[src/pbr_map.svh]
// Offsets, field positions, reset values and timing counts of the block.
// Assumes a 25 MHz core clock and a 32.768 kHz slow clock on a pin.
// Behaviour
// [RULE_01] Supply-on output is inverse of sleep input
// [RULE_02] Enabled chassis button low holds button low
// [RULE_03] Keyboard button status low holds button low
// [RULE_04] Recovery on: button pulse 0.5 s, under 4 s
// [RULE_05] Policy 00/11 off, 01 on, 10 previous
// [RULE_06] Policy off leaves button output untouched
// [RULE_07] Mode 1 latches supply level on first failure
// [RULE_08] Mode 2 samples supply every 0.5 s
// [RULE_09] Mode 2 previous state from selected history bit
// [RULE_10] Copy history before clearing shift register
// [RULE_11] Saved history reset only by battery reset
// [RULE_12] Mode 2 latches level when standby drops
// [RULE_13] Software picks history span covering power-down
// [RULE_14] Debounce front-panel reset 16 ms both edges
// [RULE_15] Power-ok high only when both inputs high
// [RULE_16] Selectable internal slow clock, debounce uses external
// [RULE_17] Wake events set status, enabled ones assert pin
// [RULE_18] Wake enables default one, battery powered
// [RULE_19] Wake sources: chassis, keyboard, power return
// [RULE_20] South bridge after-loss bit must be one
// [RULE_21] South bridge turns button into sleep input
// [RULE_22] Recovery registers kept on battery rail
// [RULE_23] Debounce counter restarts on input change
`ifndef PBR_MAP_SVH
`define PBR_MAP_SVH

`define PBR_OFS_RECOVERY 8'h49
`define PBR_OFS_HISTORY 8'h4A
`define PBR_OFS_SELECT 8'h53
`define PBR_OFS_WAKE_STS 8'h54
`define PBR_OFS_WAKE_EN 8'h55

`define PBR_BIT_POLICY_LO 0
`define PBR_BIT_POK_EN 2
`define PBR_BIT_MODE2 3
`define PBR_BIT_PREV 4
`define PBR_BIT_CHAS_EN 5
`define PBR_BIT_CLK_SEL 6

`define PBR_WAKE_CHASSIS 0
`define PBR_WAKE_KEYBOARD 1
`define PBR_WAKE_RETURN 2

`define PBR_RST_POLICY 2'h0
`define PBR_RST_WAKE_EN 3'h7
`define PBR_RST_CHAS_EN 1'h1

`define PBR_CLK_HZ 25000000
`define PBR_SLOW_HZ 32768
`define PBR_T_PULSE_MS 500
`define PBR_T_SAMPLE_MS 500
`define PBR_T_DEB_US 16000

`define PBR_PULSE_CYC ((`PBR_CLK_HZ / 1000) * `PBR_T_PULSE_MS)
`define PBR_SAMPLE_TICKS ((`PBR_SLOW_HZ * `PBR_T_SAMPLE_MS) / 1000)
`define PBR_DEB_TICKS ((`PBR_T_DEB_US * `PBR_SLOW_HZ + 999999) / 1000000)
`define PBR_DIV_CYC ((`PBR_CLK_HZ + `PBR_SLOW_HZ / 2) / `PBR_SLOW_HZ)

`endif

[src/pbr_pkg.sv]
// Types shared by the power button and recovery block.
// Assumes nothing beyond the register map header.
package pbr_pkg;
    typedef logic [7:0] pbr_byte_t;
    typedef enum logic [2:0] {
        REC_DECIDE,
        REC_COPY,
        REC_PULSE,
        REC_DONE
    } pbr_rec_t;
endpackage : pbr_pkg

[src/pbr_power_ctl.sv]
// Power button forwarding, supply-on drive, front-panel debounce,
// power-ok generation, power-failure recovery and wake requests.
// Assumes nrst is the standby-rail reset and battery_rst_n the battery
// reset; pins are asynchronous and all but keyboard_button_status_n are synchronised here.
//
// The plain strobed port is this design's own decision.
`include "pbr_map.svh"

module pbr_power_ctl #(
    parameter int PULSE_CYC = `PBR_PULSE_CYC,
    parameter int SAMPLE_TICKS = `PBR_SAMPLE_TICKS,
    parameter int DEB_TICKS = `PBR_DEB_TICKS,
    parameter int DIV_CYC = `PBR_DIV_CYC
) (
    input wire logic mclk,
    input wire logic nrst,
    input wire logic battery_rst_n,
    input wire logic sleep_state_in_n,
    input wire logic chassis_button_in_n,
    input wire logic keyboard_button_status_n,
    input wire logic supply_good_in,
    input wire logic front_panel_reset_in_n,
    input wire logic slow_clk_in,
    input wire logic main_rail_good_in,
    input wire logic standby_rail_good_in,
    input wire logic power_ok_input,
    input wire logic standby_above_min_in,
    input wire pbr_pkg::pbr_byte_t addr,
    input wire pbr_pkg::pbr_byte_t wr_data,
    input wire logic wr_en,
    input wire logic rd_en,
    output logic button_request_out_n,
    output logic supply_on_out_n,
    output logic system_good_out,
    output logic wake_request_out_n,
    output pbr_pkg::pbr_byte_t rd_data
);
    import pbr_pkg::*;

    localparam int NPIN = 9;
    localparam int P_SLEEP = 0;
    localparam int P_CHAS = 1;
    localparam int P_SGOOD = 2;
    localparam int P_FPRST = 3;
    localparam int P_SLOW = 4;
    localparam int P_MAIN = 5;
    localparam int P_STBY = 6;
    localparam int P_POK = 7;
    localparam int P_ABOVE = 8;
    localparam logic [NPIN-1:0] PIN_IDLE = 9'h1FF;

    generate
        if (PULSE_CYC < 1 || PULSE_CYC >= 2 ** 24) begin : g_bad_pulse
            $error("pulse count out of range");
        end
        if (SAMPLE_TICKS < 1 || SAMPLE_TICKS >= 2 ** 15) begin : g_bad_smp
            $error("sample count out of range");
        end
        if (DEB_TICKS < 1 || DEB_TICKS >= 2 ** 10) begin : g_bad_deb
            $error("debounce count out of range");
        end
        if (DIV_CYC < 1 || DIV_CYC >= 2 ** 10) begin : g_bad_div
            $error("divider count out of range");
        end
    endgenerate

    // Pin synchronisers: a change counts once stages two and three agree
    logic [NPIN-1:0] pin_raw;
    logic [NPIN-1:0] sync1_reg;
    logic [NPIN-1:0] sync2_reg;
    logic [NPIN-1:0] sync3_reg;
    logic [NPIN-1:0] pin_reg;

    assign pin_raw = {standby_above_min_in, power_ok_input,
                      standby_rail_good_in, main_rail_good_in, slow_clk_in,
                      front_panel_reset_in_n, supply_good_in,
                      chassis_button_in_n, sleep_state_in_n};

    genvar gi;
    generate
        for (gi = 0; gi < NPIN; gi++) begin : g_sync
            always_ff @(posedge mclk) begin
                sync1_reg[gi] <= pin_raw[gi];
                sync2_reg[gi] <= sync1_reg[gi];
                sync3_reg[gi] <= sync2_reg[gi];
            end
            always_ff @(posedge mclk) begin
                if (!nrst) begin
                    pin_reg[gi] <= PIN_IDLE[gi];
                end else if (sync2_reg[gi] == sync3_reg[gi]) begin
                    pin_reg[gi] <= sync3_reg[gi];
                end
            end
        end
    endgenerate

    // Battery-backed control state
    logic [1:0] policy_reg;
    logic pok_en_reg;
    logic mode2_reg;
    logic prev_reg;
    logic chas_en_reg;
    logic clk_sel_reg;
    logic [7:0] shift_reg;
    logic [7:0] hist_reg;
    logic [2:0] sel_reg;
    logic [2:0] wake_en_reg;
    logic fail_seen_reg;
    logic above_q_reg;

    // Standby-domain state
    pbr_rec_t rec_reg;
    pbr_rec_t rec_next;
    logic want_on_reg;
    logic [23:0] pulse_cnt_reg;
    logic slow_q_reg;
    logic [9:0] div_cnt_reg;
    logic int_tick_reg;
    logic [14:0] smp_cnt_reg;
    logic [9:0] deb_cnt_reg;
    logic deb_reg;
    logic chas_q_reg;
    logic kb_q_reg;
    logic [2:0] wake_sts_reg;
    logic button_reg;
    logic supply_reg;
    logic good_reg;
    logic wake_reg;
    pbr_byte_t rd_data_reg;

    logic ext_tick;
    logic sel_tick;
    logic want_on;
    logic fail_any;
    logic [2:0] wake_set;
    logic wr_rec;

    assign ext_tick = pin_reg[P_SLOW] && !slow_q_reg;
    // External slow clock is lost with it when main rail is down
    assign sel_tick = clk_sel_reg ? int_tick_reg : ext_tick; // [RULE_16]
    assign wr_rec = wr_en && addr == `PBR_OFS_RECOVERY;

    // Reset to the filtered pin's reset level so no false tick follows reset
    always_ff @(posedge mclk) begin
        if (!nrst) begin
            slow_q_reg <= 1'b1;
        end else begin
            slow_q_reg <= pin_reg[P_SLOW];
        end
    end

    // Internal slow clock from the core clock [RULE_16]
    always_ff @(posedge mclk) begin
        if (!nrst) begin
            div_cnt_reg <= 10'h000;
            int_tick_reg <= 1'b0;
        end else if (div_cnt_reg == 10'(DIV_CYC - 1)) begin
            div_cnt_reg <= 10'h000;
            int_tick_reg <= 1'b1;
        end else begin
            div_cnt_reg <= div_cnt_reg + 10'h001;
            int_tick_reg <= 1'b0;
        end
    end

    // Software-visible battery registers [RULE_22] [RULE_18]
    always_ff @(posedge mclk) begin
        if (!battery_rst_n) begin
            policy_reg <= `PBR_RST_POLICY;
            pok_en_reg <= 1'b0;
            mode2_reg <= 1'b0;
            chas_en_reg <= `PBR_RST_CHAS_EN;
            clk_sel_reg <= 1'b0;
            sel_reg <= 3'h0;
            wake_en_reg <= `PBR_RST_WAKE_EN;
        end else if (wr_en) begin
            if (addr == `PBR_OFS_RECOVERY) begin
                policy_reg <= wr_data[`PBR_BIT_POLICY_LO +: 2];
                pok_en_reg <= wr_data[`PBR_BIT_POK_EN];
                mode2_reg <= wr_data[`PBR_BIT_MODE2];
                chas_en_reg <= wr_data[`PBR_BIT_CHAS_EN];
                clk_sel_reg <= wr_data[`PBR_BIT_CLK_SEL];
            end
            if (addr == `PBR_OFS_SELECT) begin
                sel_reg <= wr_data[2:0];
            end
            if (addr == `PBR_OFS_WAKE_EN) begin
                wake_en_reg <= wr_data[2:0];
            end
        end
    end

    // Previous-state latch on the first failing rail in mode 1, on standby drop in mode 2
    assign fail_any = !pin_reg[P_MAIN] || !pin_reg[P_STBY] ||
                      (pok_en_reg && !pin_reg[P_POK]);

    always_ff @(posedge mclk) begin
        if (!battery_rst_n) begin
            prev_reg <= 1'b0;
            fail_seen_reg <= 1'b0;
            above_q_reg <= 1'b0;
        end else begin
            above_q_reg <= pin_reg[P_ABOVE];
            fail_seen_reg <= fail_any;
            if (!mode2_reg && fail_any && !fail_seen_reg) begin
                prev_reg <= !supply_reg; // [RULE_07]
            end else if (mode2_reg && above_q_reg && !pin_reg[P_ABOVE]) begin
                prev_reg <= !supply_reg; // [RULE_12]
            end
        end
    end

    // History shift register and saved copy
    always_ff @(posedge mclk) begin
        if (!battery_rst_n) begin
            shift_reg <= 8'h00;
            hist_reg <= 8'h00; // [RULE_11]
        end else if (nrst) begin
            if (rec_reg == REC_DECIDE) begin
                hist_reg <= shift_reg; // [RULE_10]
            end
            if (rec_reg == REC_COPY) begin
                shift_reg <= 8'h00; // [RULE_10]
            end else if (rec_reg != REC_DECIDE && mode2_reg &&
                         pin_reg[P_ABOVE] && sel_tick &&
                         smp_cnt_reg == 15'(SAMPLE_TICKS - 1)) begin
                shift_reg <= {shift_reg[6:0], !supply_reg}; // [RULE_08]
            end
        end
    end

    // Half-second sampling timer on the selected slow clock
    always_ff @(posedge mclk) begin
        if (!nrst) begin
            smp_cnt_reg <= 15'h0000;
        end else if (sel_tick) begin
            if (smp_cnt_reg == 15'(SAMPLE_TICKS - 1)) begin
                smp_cnt_reg <= 15'h0000;
            end else begin
                smp_cnt_reg <= smp_cnt_reg + 15'h0001;
            end
        end
    end

    // Recovery decision on standby return
    always_comb begin
        case (policy_reg)
            2'h1: want_on = 1'b1; // [RULE_05]
            2'h2: want_on = mode2_reg ? shift_reg[sel_reg] : prev_reg; // [RULE_09]
            default: want_on = 1'b0; // [RULE_05]
        endcase
    end

    always_comb begin
        rec_next = rec_reg;
        case (rec_reg)
            REC_DECIDE: rec_next = REC_COPY;
            REC_COPY: rec_next = want_on_reg ? REC_PULSE : REC_DONE; // [RULE_06]
            REC_PULSE: begin
                if (pulse_cnt_reg == 24'(PULSE_CYC - 1)) begin
                    rec_next = REC_DONE;
                end
            end
            REC_DONE: rec_next = REC_DONE;
            default: rec_next = REC_DONE;
        endcase
    end

    always_ff @(posedge mclk) begin
        if (!nrst) begin
            rec_reg <= REC_DECIDE;
            want_on_reg <= 1'b0;
        end else begin
            rec_reg <= rec_next;
            if (rec_reg == REC_DECIDE) begin
                want_on_reg <= want_on;
            end
        end
    end

    // Pulse is exactly 0.5 s, far below the 4 s override
    always_ff @(posedge mclk) begin
        if (!nrst) begin
            pulse_cnt_reg <= 24'h000000;
        end else if (rec_reg == REC_PULSE) begin
            pulse_cnt_reg <= pulse_cnt_reg + 24'h000001; // [RULE_04]
        end else begin
            pulse_cnt_reg <= 24'h000000;
        end
    end

    // Front-panel debounce on the external slow clock only
    always_ff @(posedge mclk) begin
        if (!nrst) begin
            deb_cnt_reg <= 10'h000;
            deb_reg <= 1'b1;
        end else if (pin_reg[P_FPRST] == deb_reg) begin
            deb_cnt_reg <= 10'h000; // [RULE_23]
        end else if (ext_tick) begin
            if (deb_cnt_reg == 10'(DEB_TICKS - 1)) begin
                deb_cnt_reg <= 10'h000;
                deb_reg <= pin_reg[P_FPRST]; // [RULE_14]
            end else begin
                deb_cnt_reg <= deb_cnt_reg + 10'h001;
            end
        end
    end

    // Pin outputs
    always_ff @(posedge mclk) begin
        if (!nrst) begin
            button_reg <= 1'b1;
            supply_reg <= 1'b1;
            good_reg <= 1'b0;
        end else begin
            button_reg <= !((chas_en_reg && !pin_reg[P_CHAS]) || // [RULE_02]
                             !keyboard_button_status_n || // [RULE_03]
                             rec_reg == REC_PULSE); // [RULE_04]
            supply_reg <= !pin_reg[P_SLEEP]; // [RULE_01]
            good_reg <= deb_reg && pin_reg[P_SGOOD]; // [RULE_15]
        end
    end

    // Wake events; a new event wins over a clear in the same cycle
    assign wake_set[`PBR_WAKE_CHASSIS] = chas_q_reg && !pin_reg[P_CHAS];
    assign wake_set[`PBR_WAKE_KEYBOARD] = kb_q_reg && !keyboard_button_status_n;
    assign wake_set[`PBR_WAKE_RETURN] = rec_reg == REC_COPY && want_on_reg;

    always_ff @(posedge mclk) begin
        if (!nrst) begin
            chas_q_reg <= 1'b1;
            kb_q_reg <= 1'b1;
            wake_sts_reg <= 3'h0;
            wake_reg <= 1'b1;
        end else begin
            chas_q_reg <= pin_reg[P_CHAS];
            kb_q_reg <= keyboard_button_status_n;
            if (wr_en && addr == `PBR_OFS_WAKE_STS) begin
                wake_sts_reg <= (wake_sts_reg & ~wr_data[2:0]) | wake_set;
            end else begin
                wake_sts_reg <= wake_sts_reg | wake_set; // [RULE_17] [RULE_19]
            end
            wake_reg <= !(|(wake_sts_reg & wake_en_reg)); // [RULE_17]
        end
    end

    // Register read port, data valid only the cycle after the strobe
    always_ff @(posedge mclk) begin
        if (!nrst) begin
            rd_data_reg <= 8'h00;
        end else if (rd_en) begin
            case (addr)
                `PBR_OFS_RECOVERY: rd_data_reg <= {1'b0, clk_sel_reg,
                    chas_en_reg, prev_reg, mode2_reg, pok_en_reg, policy_reg};
                `PBR_OFS_HISTORY: rd_data_reg <= hist_reg;
                `PBR_OFS_SELECT: rd_data_reg <= {5'h00, sel_reg};
                `PBR_OFS_WAKE_STS: rd_data_reg <= {5'h00, wake_sts_reg};
                `PBR_OFS_WAKE_EN: rd_data_reg <= {5'h00, wake_en_reg};
                default: rd_data_reg <= 8'h00;
            endcase
        end else begin
            rd_data_reg <= 8'h00;
        end
    end

    assign button_request_out_n = button_reg;
    assign supply_on_out_n = supply_reg;
    assign system_good_out = good_reg;
    assign wake_request_out_n = wake_reg;
    assign rd_data = rd_data_reg;
endmodule : pbr_power_ctl

[config.mk]
export PLATFORM = sky130hd
export DESIGN_NAME = pbr_power_ctl
export DESIGN_NICKNAME = d
export VERILOG_FILES = /design/src/pbr_pkg.sv /design/src/pbr_power_ctl.sv
export VERILOG_INCLUDE_DIRS = /design/src /design/src/src
export SDC_FILE = /design/constraint.sdc
export NUM_CORES = 1
export LEC_CHECK = 0
export ABC_AREA = 1
export BUFFER_PORTS_ARGS = -buffer_cell sky130_fd_sc_hd__buf_2
export CAP_MARGIN = 25
export CORE_UTILIZATION = 58
export CTS_BUF_LIST = sky130_fd_sc_hd__clkbuf_16
export DETAILED_ROUTE_END_ITERATION = 6
export PLACE_DENSITY = 0.77
export SLEW_MARGIN = 20
export SYNTH_ARGS = -nofsm -noshare
export SYNTH_HDL_FRONTEND = slang
export SYNTH_SLANG_ARGS = --single-unit
[constraint.sdc]
create_clock -name mclk -period 2.4 [get_ports mclk]
set_clock_uncertainty 0.15 [all_clocks]
set_input_delay 0.36 -clock mclk [delete_from_list [all_inputs] [get_ports mclk]]
set_output_delay 0.36 -clock mclk [all_outputs]
set_load 0.005 [all_outputs]
==> results by group, run 1 <==
Status
  – Status: finished, final reports clean

Detailed routing
  – Antenna viol nets, final: 0
  – DR WL/cell: 12.7 microns
  – Vias: roughly 5600
  – TritonRoute pass-1 iters: 5
  – Vias per cell: 5.31
  – Drt total wl: 13.4 mm
  – Iter 0 DRT Violations: between 400 and 500
  – Residual DRC: 0

Logic synthesis
  – Cells after Synth: 844
  – Post-synth design cell area: slightly above 6000 sq um
  – Yosys warns: 0
  – Ys flop type: dfxtp_1
  – Synth Area in Adders: 0.0194
  – EDFF count, synth: 0
  – Post-synthesis average cell area: ~7.4 sq um
  – Mapped Nets: 883
  – Synth Area in Compound Gates: 0.0911
  – Xor and xnor area share after synthesis: 0.0113
  – Distinct cell type count after synthesis: 40
  – Seq/Total Area, Yosys: 0.481
  – Synth top area share: 0.481
  – Asr flop ratio synth: 0
  – Combinational family with the most area after synthesis: simple AND/OR/NAND/NOR gates
  – Synth area leader: dfxtp_1
  – Top post-synthesis cells by area: dfxtp_1, nand2_1, nor2_1
  – Flops & latches, synth: 149
  – Post-synthesis mux area share: 0
  – Post-Synth Simple-Gate Area: 0.330

STA
  – Tcrit/Tclk final: 0.790
  – Final setup viols: 0
  – Pins Over Slew Limit: 0
  – Slew headroom: 0.745
  – Final setup TNS: 0 ns
  – Slew @ Worst Pin: between 0.3 and 0.4 ns
  – Fin crit period: between 1.5 and 2 ns
  – Final Hold Fails: 0
  – Max Freq: between 0.5 and 0.6 GHz
  – RSZ-0062 raised after global routing: no

Clock tree
  – Worst-Skew Late Latency: roughly 0.42 ns
  – Post-CTS Resized: 0
  – Total setup buffers inserted after CTS: 0
  – CTS tree: done
  – Clk root buf: clkbuf_16
  – # H-tree levels: 4
  – Worst-path clk slew: about 0.06 ns
  – CTS sink cnt: 149
  – # hold bufs at CTS: 10
  – TritonCTS Buffers: 17
  – Max clock buf depth: 2

Global routing
  – Global route overflow: 0
  – Largest net degree at the start of global routing: 25
  – Initial antenna violation count: 0
  – First-pass GRT wire length: between 20 and 25 mm
  – Total GRT Usage: 0.257
  – Number of global-route vias before repair: around 5400

Pwr
  – Max VDD drop: between 500 and 600 uV
  – PwrDens: between 700 and 800 nW/um^2
  – Leakage: ~0.0029 uW

Placed design
  – Dpl hpwl: around 9.6 mm
  – Placer Congestion: between 0.9 and 1
  – Cell Area, Placed: roughly 6600 sq um
  – Port Buf Inserts: 40

Layout
  – Design area: approximately 7300 sq um
  – Fin nets: about 950
  – Antenna Cells: 0
  – Ratio of cells with drive above 1 in the final layout: 0.111
  – Area growth, synth to finish: 17.5%
  – Max FFs per register: 24

Setup path
  – Startpoint types: flip-flop
  – CP required: approximately 2.6 ns
  – CP peak stage delay: between 0.3 and 0.4 ns
  – Max FO, Critical Path: 12
  – Crit-path slowest cell: dfxtp_1
  – Setup crit start: smp_cnt_reg[0]$_SDFFE_PN0N_
  – Most common cell on crit path: nand2_1
  – Crit-path cells: ha_1 > inv_1 > nor2_1 > nand2_1 > nor2_1 > nand2_1 > nand2_2 > nand2_1 > nand2_1 > nand2_1 > nor2_1
  – Reg2reg start: smp_cnt_reg[0]$_SDFFE_PN0N_
  – WP data arrival: 2.11 ns
  – Crit Path Category: reg2reg
  – CP Capture Type: flip-flop

Die
  – Die Ht: ~110 microns
  – Core area: about 10000 sq um
  – Die area: ~11000 sq um
  – Die Width: about 110 microns
  – Row cnt: 37
  – IO Count: 43
  – Initial Util: 0.598

Job
  – Max-cap violations: 0

Worst hold path
  – Min-delay worst type: in2reg
  – Hold Crit Start: wr_data[5]
[cell families after synthesis]
family / count (synthesis)
buf+inv: 107
flops: 149
fa+ha+maj: 10
xor+xnor: 8
simple gates: 462
compound gates: 108
[path summary, 6_finish.rpt]
kind	to	slack, ns	cells after the start
hold / removal	chas_en_reg$_SDFFE_PN1P_	0.05	3
setup reg to reg	shift_reg[3]$_SDFFE_PN0P_	0.51	11
hold reg to reg	sync2_reg[6]$_DFF_P_	0.17	0
setup / recovery	shift_reg[3]$_SDFFE_PN0P_	0.51	11
[worst max-delay path: cells and delay by family, from the launching register on]
kind                       cells  cell delay (ns)
DFF                            1             0.38
buffers and inverters          1             0.09
adders and majority gates      1             0.21
and+or+nand+nor                9             1.00
[per-stage QoR]
| step | hold WS [ns] | setup WS, ns | utilization | power, uW | std cells |
|---|---|---|---|---|---|
| final | 0.0454 | 0.505 | 0.703 | 5670 | 1055 |
| after global routing | 0.0603 | 0.396 | 0.703 | 5850 | 1055 |
| after CTS | 0.0328 | 0.555 | 0.703 | 5710 | 1055 |
| after detailed placement | 0.163 | 0.456 | 0.632 | 2870 | 1013 |
| after global placement | 0.160 | 0.559 | 0.632 | 2860 | 1013 |
| after floorplan | 0.160 | 0.813 | - | 2780 | 844 |
[cells in the final DEF, fill, tap and decap left out, drive strengths merged]
cell	n
ha	8
nor3b	5
nand2	220
inv	94
or2	5
nor2b	1
nand3	63
xor2	8
o21ai	41
clkinv	7
and3	1
nor4	1
or3	1
nor3	16
o21a	1
nand3b	4
buf	46
dlygate4sd3	10
maj3	2
bufinv	5
o211ai	1
nor2	128
a31oi	2
nand4	16
clkbuf	17
clkinvlp	3
and2	1
a211oi	1
dfxtp	149
a21oi	62
[area by class of cell]
cell class                 instances  area (sq um)
tap                              136           170
sequential                       149          2980
timing repair buffer              56           345
clock inverter                    15           211
multi-input combinational        588          2810
inverter                          94           353
fill                             824          3080
clock buffer                      17           425
[per-layer routing]
layer  GRT usage  wire [microns]
met5           0               0
met3      0.0612             748
met4       0.112             269
met1       0.293            5580
met2       0.456            6760
[power by group]
group | internal (uW) | switching, uW | leakage, uW | total (uW)
combinational | 91.9 | 143 | 0.00141 | 235
sequential | 2550 | 47.6 | 0.00122 | 2600
clock | 1830 | 1010 | 0.000301 | 2840
[Yosys cell counts (5+ instances only)]
master	instances
a21oi_1	60
buf_2	6
clkbuf_1	5
dfxtp_1	149
ha_1	8
inv_1	93
nand2_1	213
nand3_1	61
nand4_1	16
nor2_1	119
nor2_4	5
nor3_1	13
nor3b_1	5
o21ai_0	40
xor2_1	8
Power figures use the tool's default switching activity.
==> inputs of run 2 (changes only) <==
- ABC_AREA: 1 -> 0
- CORE_UTILIZATION: 58 -> 53
- PLACE_DENSITY: 0.77 -> 0.74
- clock period: 2.4 -> 1.6 ns (I/O delays scaled with it)
==> run 2 against run 1 <==
The flow now finishes with violations (negative setup slack). Register-to-register slack lost 1.0 ns. Clock power rose by 27%. Total power is 38% higher. First-iteration DRC count decreased by 35%. Sequential share of layout area decreased by 3.3 points. Sequential cell count unchanged. Cell count is 11% lower. Count of clock-buffer cells in the layout unchanged. Critical path type unchanged. Highest routed layer unchanged.
==> results by group, run 2 <==
Setup path
  – Crit-path slowest cell: or4_4 (was dfxtp_1)
  – WP data arrival: 2.29 ns (was 2.11 ns)
  – Startpoint types: flip-flop (unchanged)
  – Cell family with most CP delay: simple AND/OR/NAND/NOR gates (unchanged)
  – Reg2reg path depth: 4 (was 11)
  – Crit-path cells: nand4_1 > or4_4 > or4_4 > o31ai_2 (was ha_1 > inv_1 > nor2_1 > nand2_1 > nor2_1 > nand2_1 > nand2_2 > nand2_1 > nand2_1 > nand2_1 > nor2_1)
  – CP bufs+invs: 0 (was 1)
  – Setup crit start: smp_cnt_reg[9]$_SDFFE_PN0N_ (was smp_cnt_reg[0]$_SDFFE_PN0N_)
  – CP peak stage delay: 0.63 ns (was 0.38 ns)
  – CP Capture Type: flip-flop (unchanged)
  – Crit Path Category: reg2reg (unchanged)
  – Most common cell on crit path: or4_4 (was nand2_1)
  – CP required: 1.79 ns (was 2.61 ns)
  – Crit. path cell count: 4 (was 11)
  – Max FO, Critical Path: 8 (was 12)
  – Reg2reg start: smp_cnt_reg[9]$_SDFFE_PN0N_ (was smp_cnt_reg[0]$_SDFFE_PN0N_)

Detailed routing
  – TritonRoute pass-1 iters: 5 (unchanged)
  – Vias: 5301 (was 5599)
  – Residual DRC: 0 (unchanged)
  – Iter 0 DRT Violations: 304 (was 468)
  – Drt total wl: 14.9 mm (was 13.4 mm)
  – Vias per cell: 5.63 (was 5.31)
  – Antenna viol nets, final: 0 (unchanged)
  – DR WL/cell: 15.8 microns (was 12.7 microns)

Clock tree
  – # H-tree levels: 4 (unchanged)
  – Max clock buf depth: 2 (unchanged)
  – Worst-Skew Late Latency: 0.42 ns (about the same)
  – Worst-path clk slew: 0.06 ns (about the same)
  – Clk root buf: clkbuf_16 (unchanged)
  – CTS sink cnt: 149 (unchanged)
  – CTS tree: done (unchanged)
  – TritonCTS Buffers: 17 (unchanged)

Worst hold path
  – Min-delay worst type: in2reg (unchanged)
  – Hold depth: 3 (unchanged)
  – Hold Crit Start: battery_rst_n (was wr_data[5])

Pwr
  – Psw: 1760 uW (was 1200 uW)
  – Leakage: 0.00314 uW (was 0.00293 uW)
  – Comb power frac: 0.048 (was 0.042)
  – Flop pwr share: 0.491 (was 0.458)
  – Clock power frac: 0.461 (was 0.500)
  – Internal Power: 6090 uW (was 4470 uW)
  – Max VDD drop: 1190 uV (was 582 uV)
  – PwrDens: 976 nW/um^2 (was 777 nW/um^2)
  – Sw Share: 0.224 (was 0.211)

Logic synthesis
  – Post-synthesis average cell area: 9.33 sq um (was 7.35 sq um)
  – EDFF count, synth: 0 (unchanged)
  – Synth Area in Compound Gates: 0.113 (was 0.0911)
  – Cells after Synth: 624 (was 844)
  – Top cells by count, synth: dfxtp_1, nor2_1, nand2_1 (was nand2_1, dfxtp_1, nor2_1)
  – Most frequent cell after synthesis: dfxtp_1 (was nand2_1)
  – Seq/Total Area, Yosys: 0.512 (was 0.481)
  – Mapped Nets: 663 (was 883)
  – Flops & latches, synth: 149 (unchanged)
  – Synth top area share: 0.512 (was 0.481)
  – Synth area leader: dfxtp_1 (unchanged)
  – Xor and xnor area share after synthesis: 0.0512 (was 0.0113)
  – Combinational family with the most area after synthesis: simple AND/OR/NAND/NOR gates (unchanged)
  – Post-Synth Simple-Gate Area: 0.225 (was 0.330)
  – Yosys warns: 0 (unchanged)
  – Distinct cell type count after synthesis: 59 (was 40)
  – Ys flop type: dfxtp_1 (unchanged)
  – Top post-synthesis cells by area: dfxtp_1, nor2_1, mux2i_1 (was dfxtp_1, nand2_1, nor2_1)
  – Post-synth design cell area: 5820 sq um (was 6200 sq um)
  – Asr flop ratio synth: 0 (unchanged)
  – Post-synthesis mux area share: 0.0507 (was 0)
  – Synth Area in Adders: 0.0172 (was 0.0194)

Layout
  – Ratio of cells with drive above 1 in the final layout: 0.323 (was 0.111)
  – Design area: 8040 sq um (was 7290 sq um)
  – Max FFs per register: 24 (unchanged)
  – Antenna Cells: 0 (unchanged)
  – Most common cell after layout, fill and taps aside: dfxtp_1 (was nand2_1)
  – Area growth, synth to finish: 38.1% (was 17.5%)
  – Commonest cells after routing, fill and taps aside: dfxtp_1, buf_4, nor2_1 (was nand2_1, dfxtp_1, nor2_1)
  – Post-Layout Cell Count: 941 (was 1055)
  – Fin nets: 833 (was 945)

Global routing
  – Number of global-route vias before repair: 5428 (was 5357)
  – First-pass GRT wire length: 24.0 mm (was 22.8 mm)
  – Total GRT Usage: 0.269 (was 0.257)
  – Global route overflow: 0 (unchanged)
  – Initial antenna violation count: 0 (unchanged)
  – Largest net degree at the start of global routing: 25 (unchanged)

STA
  – Pins Over Slew Limit: 0 (unchanged)
  – Final setup TNS: -9.11 ns (was 0 ns)
  – Slew @ Worst Pin: 0.431 ns (was 0.381 ns)
  – Final Hold Fails: 0 (unchanged)
  – RSZ-0062 raised after global routing: yes (was no)
  – Slew headroom: 0.712 (was 0.745)
  – Final setup viols: 33 (was 0)
  – Tcrit/Tclk final: 1.31 (was 0.790)
  – Fin crit period: 2.10 ns (was 1.89 ns)
  – Setup slack after layout: -0.498 ns (was 0.505 ns)
  – Max Freq: 0.477 GHz (was 0.528 GHz)

Die
  – Die Ht: 107 microns (was 105 microns)
  – IO Count: 43 (unchanged)
  – Initial Util: 0.556 (was 0.598)
  – Die area: 11400 sq um (was 11100 sq um)
  – Core area: 10500 sq um (was 10400 sq um)
  – Die Width: 107 microns (was 105 microns)
  – Row cnt: 37 (unchanged)

Status
  – Status: complete, but fails checks (was finished, final reports clean)
  – Failing checks: negative setup slack

Job
  – Max-cap violations: 0 (unchanged)

Placed design
  – Inst Count DP: 874 (was 1013)
  – Dpl hpwl: 9.13 mm (was 9.57 mm)
  – Placer Congestion: 0.821 (was 0.909)
  – Pre-CTS setup slack: -0.411 ns (was 0.456 ns)
  – Cell Area, Placed: 6880 sq um (was 6560 sq um)
  – Port Buf Inserts: 40 (unchanged)
run 2: cell count changes after synthesis, moves of 9 or more:
cell,delta
nand2_1,-148
inv_1,-74
nand3_1,-39
a21oi_1,-18
or3_1,+9
mux2i_1,+25
xnor2_1,+19
nor2_1,-47
o21ai_0,-16
clkbuf_1,+12
or4_1,+10
run 2: cell families after synthesis:
family / Yosys count
AO/OA/AOI/OAI: 108
XOR/XNOR: 34
adder cells (fa/ha/maj): 8
buffers and inverters: 41
flip-flops: 149
multiplexers: 27
AND/OR/NAND/NOR: 257
run 2: tightest hold or removal path: stages:
cell and delay (ns):
buf_2 0.11, buf_4 0.18, nand2_1 0.06
run 2: worst paths after layout:
path / endpoint / slack, ns
setup / recovery: shift_reg[0]$_SDFFE_PN0P_ / -0.50
hold / removal: wake_en_reg[0]$_SDFFE_PN1P_ / 0.06
setup reg to reg: shift_reg[0]$_SDFFE_PN0P_ / -0.50
hold reg to reg: sync2_reg[4]$_DFF_P_ / 0.18
run 2: through the flow:
stage / util / total power, uW / hold slack (ns)
6_report: 0.768 / 7840 / 0.0623
5_1_grt: 0.768 / 8080 / 0.0748
2_1_floorplan: - / 4080 / 0.118
3_5_place_dp: 0.657 / 4250 / 0.164
3_3_place_gp: 0.657 / 4230 / 0.163
4_1_cts: 0.744 / 7870 / 0.0578
run 2: what timing repair did:
item	in CTS	in global routing
gates resized for setup	34	43
pin swaps	18	22
endpoints found under the hold margin	22	0
setup buffers	10	11
gates cloned	1	0
endpoints found under the setup margin	37	50
hold buffers	16	0
run 2: per-layer routing:
| layer | share of wire | global-route usage | vias up |
|---|---|---|---|
| li1 | - | - | 2556 |
| met1 | 0.40 | 0.285 | 2548 |
| met2 | 0.53 | 0.496 | 155 |
| met3 | 0.041 | 0.0669 | 42 |
| met4 | 0.025 | 0.128 | 0 |
| met5 | 0 | 0 | - |
run 2: power by group through the flow:
| stage | combinational, uW | clock, uW | sequential [uW] |
|---|---|---|---|
| floorplan | 160 | 0 | 3920 |
| global placement | 300 | 0 | 3930 |
| detailed placement | 312 | 0 | 3940 |
| CTS | 357 | 3660 | 3850 |
| global route | 409 | 3810 | 3860 |
| finish | 373 | 3620 | 3850 |
run 2: cell type report:
cell class / instances / area (sq um)
sequential: 149 / 3020
clock inverter: 13 / 114
multi-input combinational: 435 / 2950
tap: 136 / 170
timing repair buffer: 172 / 1290
inverter: 19 / 71.3
fill: 696 / 2420
clock buffer: 17 / 425
==> inputs of run 3 (changes only) <==
--- a/config.mk
+++ b/config.mk
@@ -10,8 +10,8 @@
 export BUFFER_PORTS_ARGS = -buffer_cell sky130_fd_sc_hd__buf_2
 export CAP_MARGIN = 25
-export CORE_UTILIZATION = 53
+export CORE_UTILIZATION = 40
 export CTS_BUF_LIST = sky130_fd_sc_hd__clkbuf_16
 export DETAILED_ROUTE_END_ITERATION = 6
-export PLACE_DENSITY = 0.74
+export PLACE_DENSITY = 0.61
 export SLEW_MARGIN = 20
 export SYNTH_ARGS = -nofsm -noshare
--- a/constraint.sdc
+++ b/constraint.sdc
@@ -3,3 +3,3 @@
 set_input_delay 0.24 -clock mclk [delete_from_list [all_inputs] [get_ports mclk]]
 set_output_delay 0.24 -clock mclk [all_outputs]
-set_load 0.005 [all_outputs]
+set_load 0.1 [all_outputs]
==> run 3 against run 2 <==
The flow still finishes with violations (negative setup slack). Cell count is 5.0% higher. Cell area up 2.2%. Combinational power up 17%. Clock power grew 9.7%. Largest cell class unchanged. Maximum frequency up 4.4%. Worst hold slack got worse by 0.016 ns.
==> results by group, run 3 (same netlist as run 2, synthesis figures left out) <==
STA
  – Tcrit/Tclk final: 1.26 (was 1.31)
  – Final Hold Fails: 0 (unchanged)
  – Slew @ Worst Pin: 0.489 ns (was 0.431 ns)
  – RSZ-0062 raised after global routing: yes (unchanged)
  – Setup slack after layout: -0.410 ns (was -0.498 ns)
  – Final setup viols: 35 (was 33)
  – Max Freq: 0.498 GHz (was 0.477 GHz)
  – Fin crit period: 2.01 ns (was 2.10 ns)
  – Slew headroom: 0.676 (was 0.712)
  – Pins Over Slew Limit: 0 (unchanged)

Setup path
  – Setup crit start: smp_cnt_reg[11]$_SDFFE_PN0N_ (was smp_cnt_reg[9]$_SDFFE_PN0N_)
  – CP Capture Type: flip-flop (unchanged)
  – WP data arrival: 2.16 ns (was 2.29 ns)
  – Max FO, Critical Path: 8 (unchanged)
  – Crit Path Category: reg2reg (unchanged)
  – CP required: 1.75 ns (was 1.79 ns)
  – Crit-path cells: nand4_1 > or4_4 > or4_4 > mux2i_1 (was nand4_1 > or4_4 > or4_4 > o31ai_2)
  – Most common cell on crit path: or4_4 (unchanged)
  – CP peak stage delay: 0.59 ns (was 0.63 ns)
  – Reg2reg start: smp_cnt_reg[11]$_SDFFE_PN0N_ (was smp_cnt_reg[9]$_SDFFE_PN0N_)
  – Startpoint types: flip-flop (unchanged)
  – Crit-path slowest cell: or4_4 (unchanged)

Detailed routing
  – Antenna viol nets, final: 0 (unchanged)
  – Vias: 5081 (was 5301)
  – Iter 0 DRT Violations: 181 (was 304)
  – Residual DRC: 0 (unchanged)
  – TritonRoute pass-1 iters: 4 (was 5)
  – Vias per cell: 5.14 (was 5.63)
  – Drt total wl: 13.7 mm (was 14.9 mm)
  – DR WL/cell: 13.8 microns (was 15.8 microns)

Worst hold path
  – Hold Crit Start: battery_rst_n (unchanged)
  – Min-delay worst type: in2reg (unchanged)

Global routing
  – First-pass GRT wire length: 22.5 mm (was 24.0 mm)
  – Total GRT Usage: 0.192 (was 0.269)
  – Number of global-route vias before repair: 5076 (was 5428)
  – Initial antenna violation count: 0 (unchanged)
  – Global route overflow: 0 (unchanged)
  – Largest net degree at the start of global routing: 25 (unchanged)

Clock tree
  – CTS sink cnt: 149 (unchanged)
  – TritonCTS Buffers: 17 (unchanged)
  – Worst-path clk slew: 0.06 ns (about the same)
  – Clk root buf: clkbuf_16 (unchanged)
  – Max clock buf depth: 2 (unchanged)
  – Worst-Skew Late Latency: 0.42 ns (about the same)
  – # H-tree levels: 4 (unchanged)
  – CTS tree: done (unchanged)

Layout
  – Most common cell after layout, fill and taps aside: dfxtp_1 (unchanged)
  – Fin nets: 834 (was 833)
  – Ratio of cells with drive above 1 in the final layout: 0.332 (was 0.323)
  – Max FFs per register: 24 (unchanged)
  – Design area: 8210 sq um (was 8040 sq um)
  – Area growth, synth to finish: 41.1% (was 38.1%)
  – Commonest cells after routing, fill and taps aside: dfxtp_1, buf_4, nor2_1 (unchanged)
  – Final core occ: 0.585 (was 0.768)
  – Antenna Cells: 0 (unchanged)

Placed design
  – Placer Congestion: 0.875 (was 0.821)
  – Port Buf Inserts: 40 (unchanged)
  – Cell Area, Placed: 7030 sq um (was 6880 sq um)
  – Dpl hpwl: 9.46 mm (was 9.13 mm)

Die
  – Core area: 14000 sq um (was 10500 sq um)
  – Die area: 15000 sq um (was 11400 sq um)
  – IO Count: 43 (unchanged)
  – Initial Util: 0.415 (was 0.556)
  – Die Ht: 123 microns (was 107 microns)
  – Row cnt: 43 (was 37)
  – Die Width: 123 microns (was 107 microns)

Pwr
  – Leakage: 0.00319 uW (was 0.00314 uW)
  – PwrDens: 1010 nW/um^2 (was 976 nW/um^2)
  – Max VDD drop: 1040 uV (was 1190 uV)

Job
  – Max-cap violations: 0 (unchanged)

Status
  – Status: complete, but fails checks (unchanged)
  – Failing checks: negative setup slack (unchanged)
## run 3: worst max-delay path: cells and delay by family, from the launching register on
kind	cells	cell delay (ns)
and+or+nand+nor	3	1.26
DFF	1	0.33
muxes	1	0.16
## run 3: path summary, 6_finish.rpt
check | to | slack, ns | depth (start not counted)
max reg2reg | shift_reg[4]$_SDFFE_PN0P_ | -0.41 | 4
min | wake_en_reg[0]$_SDFFE_PN1P_ | 0.05 | 3
max | shift_reg[4]$_SDFFE_PN0P_ | -0.41 | 4
min reg2reg | sync2_reg[7]$_DFF_P_ | 0.18 | 0
## run 3: cell type report
cell class,count,area (sq um)
clock buffer,17,425
clock inverter,15,169
fill,1190,5830
inverter,19,71.3
multi-input combinational,435,3000
sequential,149,3010
tap,180,225
timing repair buffer,173,1320
## run 3: layer usage
layer | share of wire | routed length (microns) | track usage | vias up
met1 | 0.45 | 6200 | 0.220 | 2441
met3 | 0.030 | 406 | 0.0441 | 17
li1 | - | - | - | 2547
met5 | 0 | 0 | 0 | -
met2 | 0.50 | 6870 | 0.338 | 76
met4 | 0.013 | 182 | 0.0838 | 0
## run 3: through the flow
stage                     TNS [ns]  setup WS, ns  total power (uW)  hold WS, ns  cells
after floorplan              -9.22        -0.566              4150        0.118    624
after global placement       -9.51        -0.378              4310        0.160    929
after detailed placement    -11.25        -0.407              4320        0.162    929
after CTS                    -8.04        -0.416              8320       0.0274    983
after global routing        -10.57        -0.491              8550       0.0553    988
final                        -8.64        -0.410              8260       0.0466    988
## run 3: power breakdown
part | total (uW) | leakage (uW) | internal [uW] | switching [uW]
Sequential | 3850 | 0.00123 | 3800 | 55.2
Combinational | 435 | 0.00167 | 187 | 248
Clock | 3970 | 0.000294 | 2340 | 1630
Total | 8260 | 0.00319 | 6320 | 1940
## run 3: repair_timing
| action | 4_1_cts | 5_1_grt |
|---|---|---|
| setup endpoints to repair | 37 | 49 |
| resized for setup | 38 | 45 |
| buffers inserted | 6 | 7 |
| pin swaps | 21 | 12 |
| hold endpoints to repair | 22 | 0 |
| gates cloned | 1 | 0 |
| hold buffers | 15 | 0 |
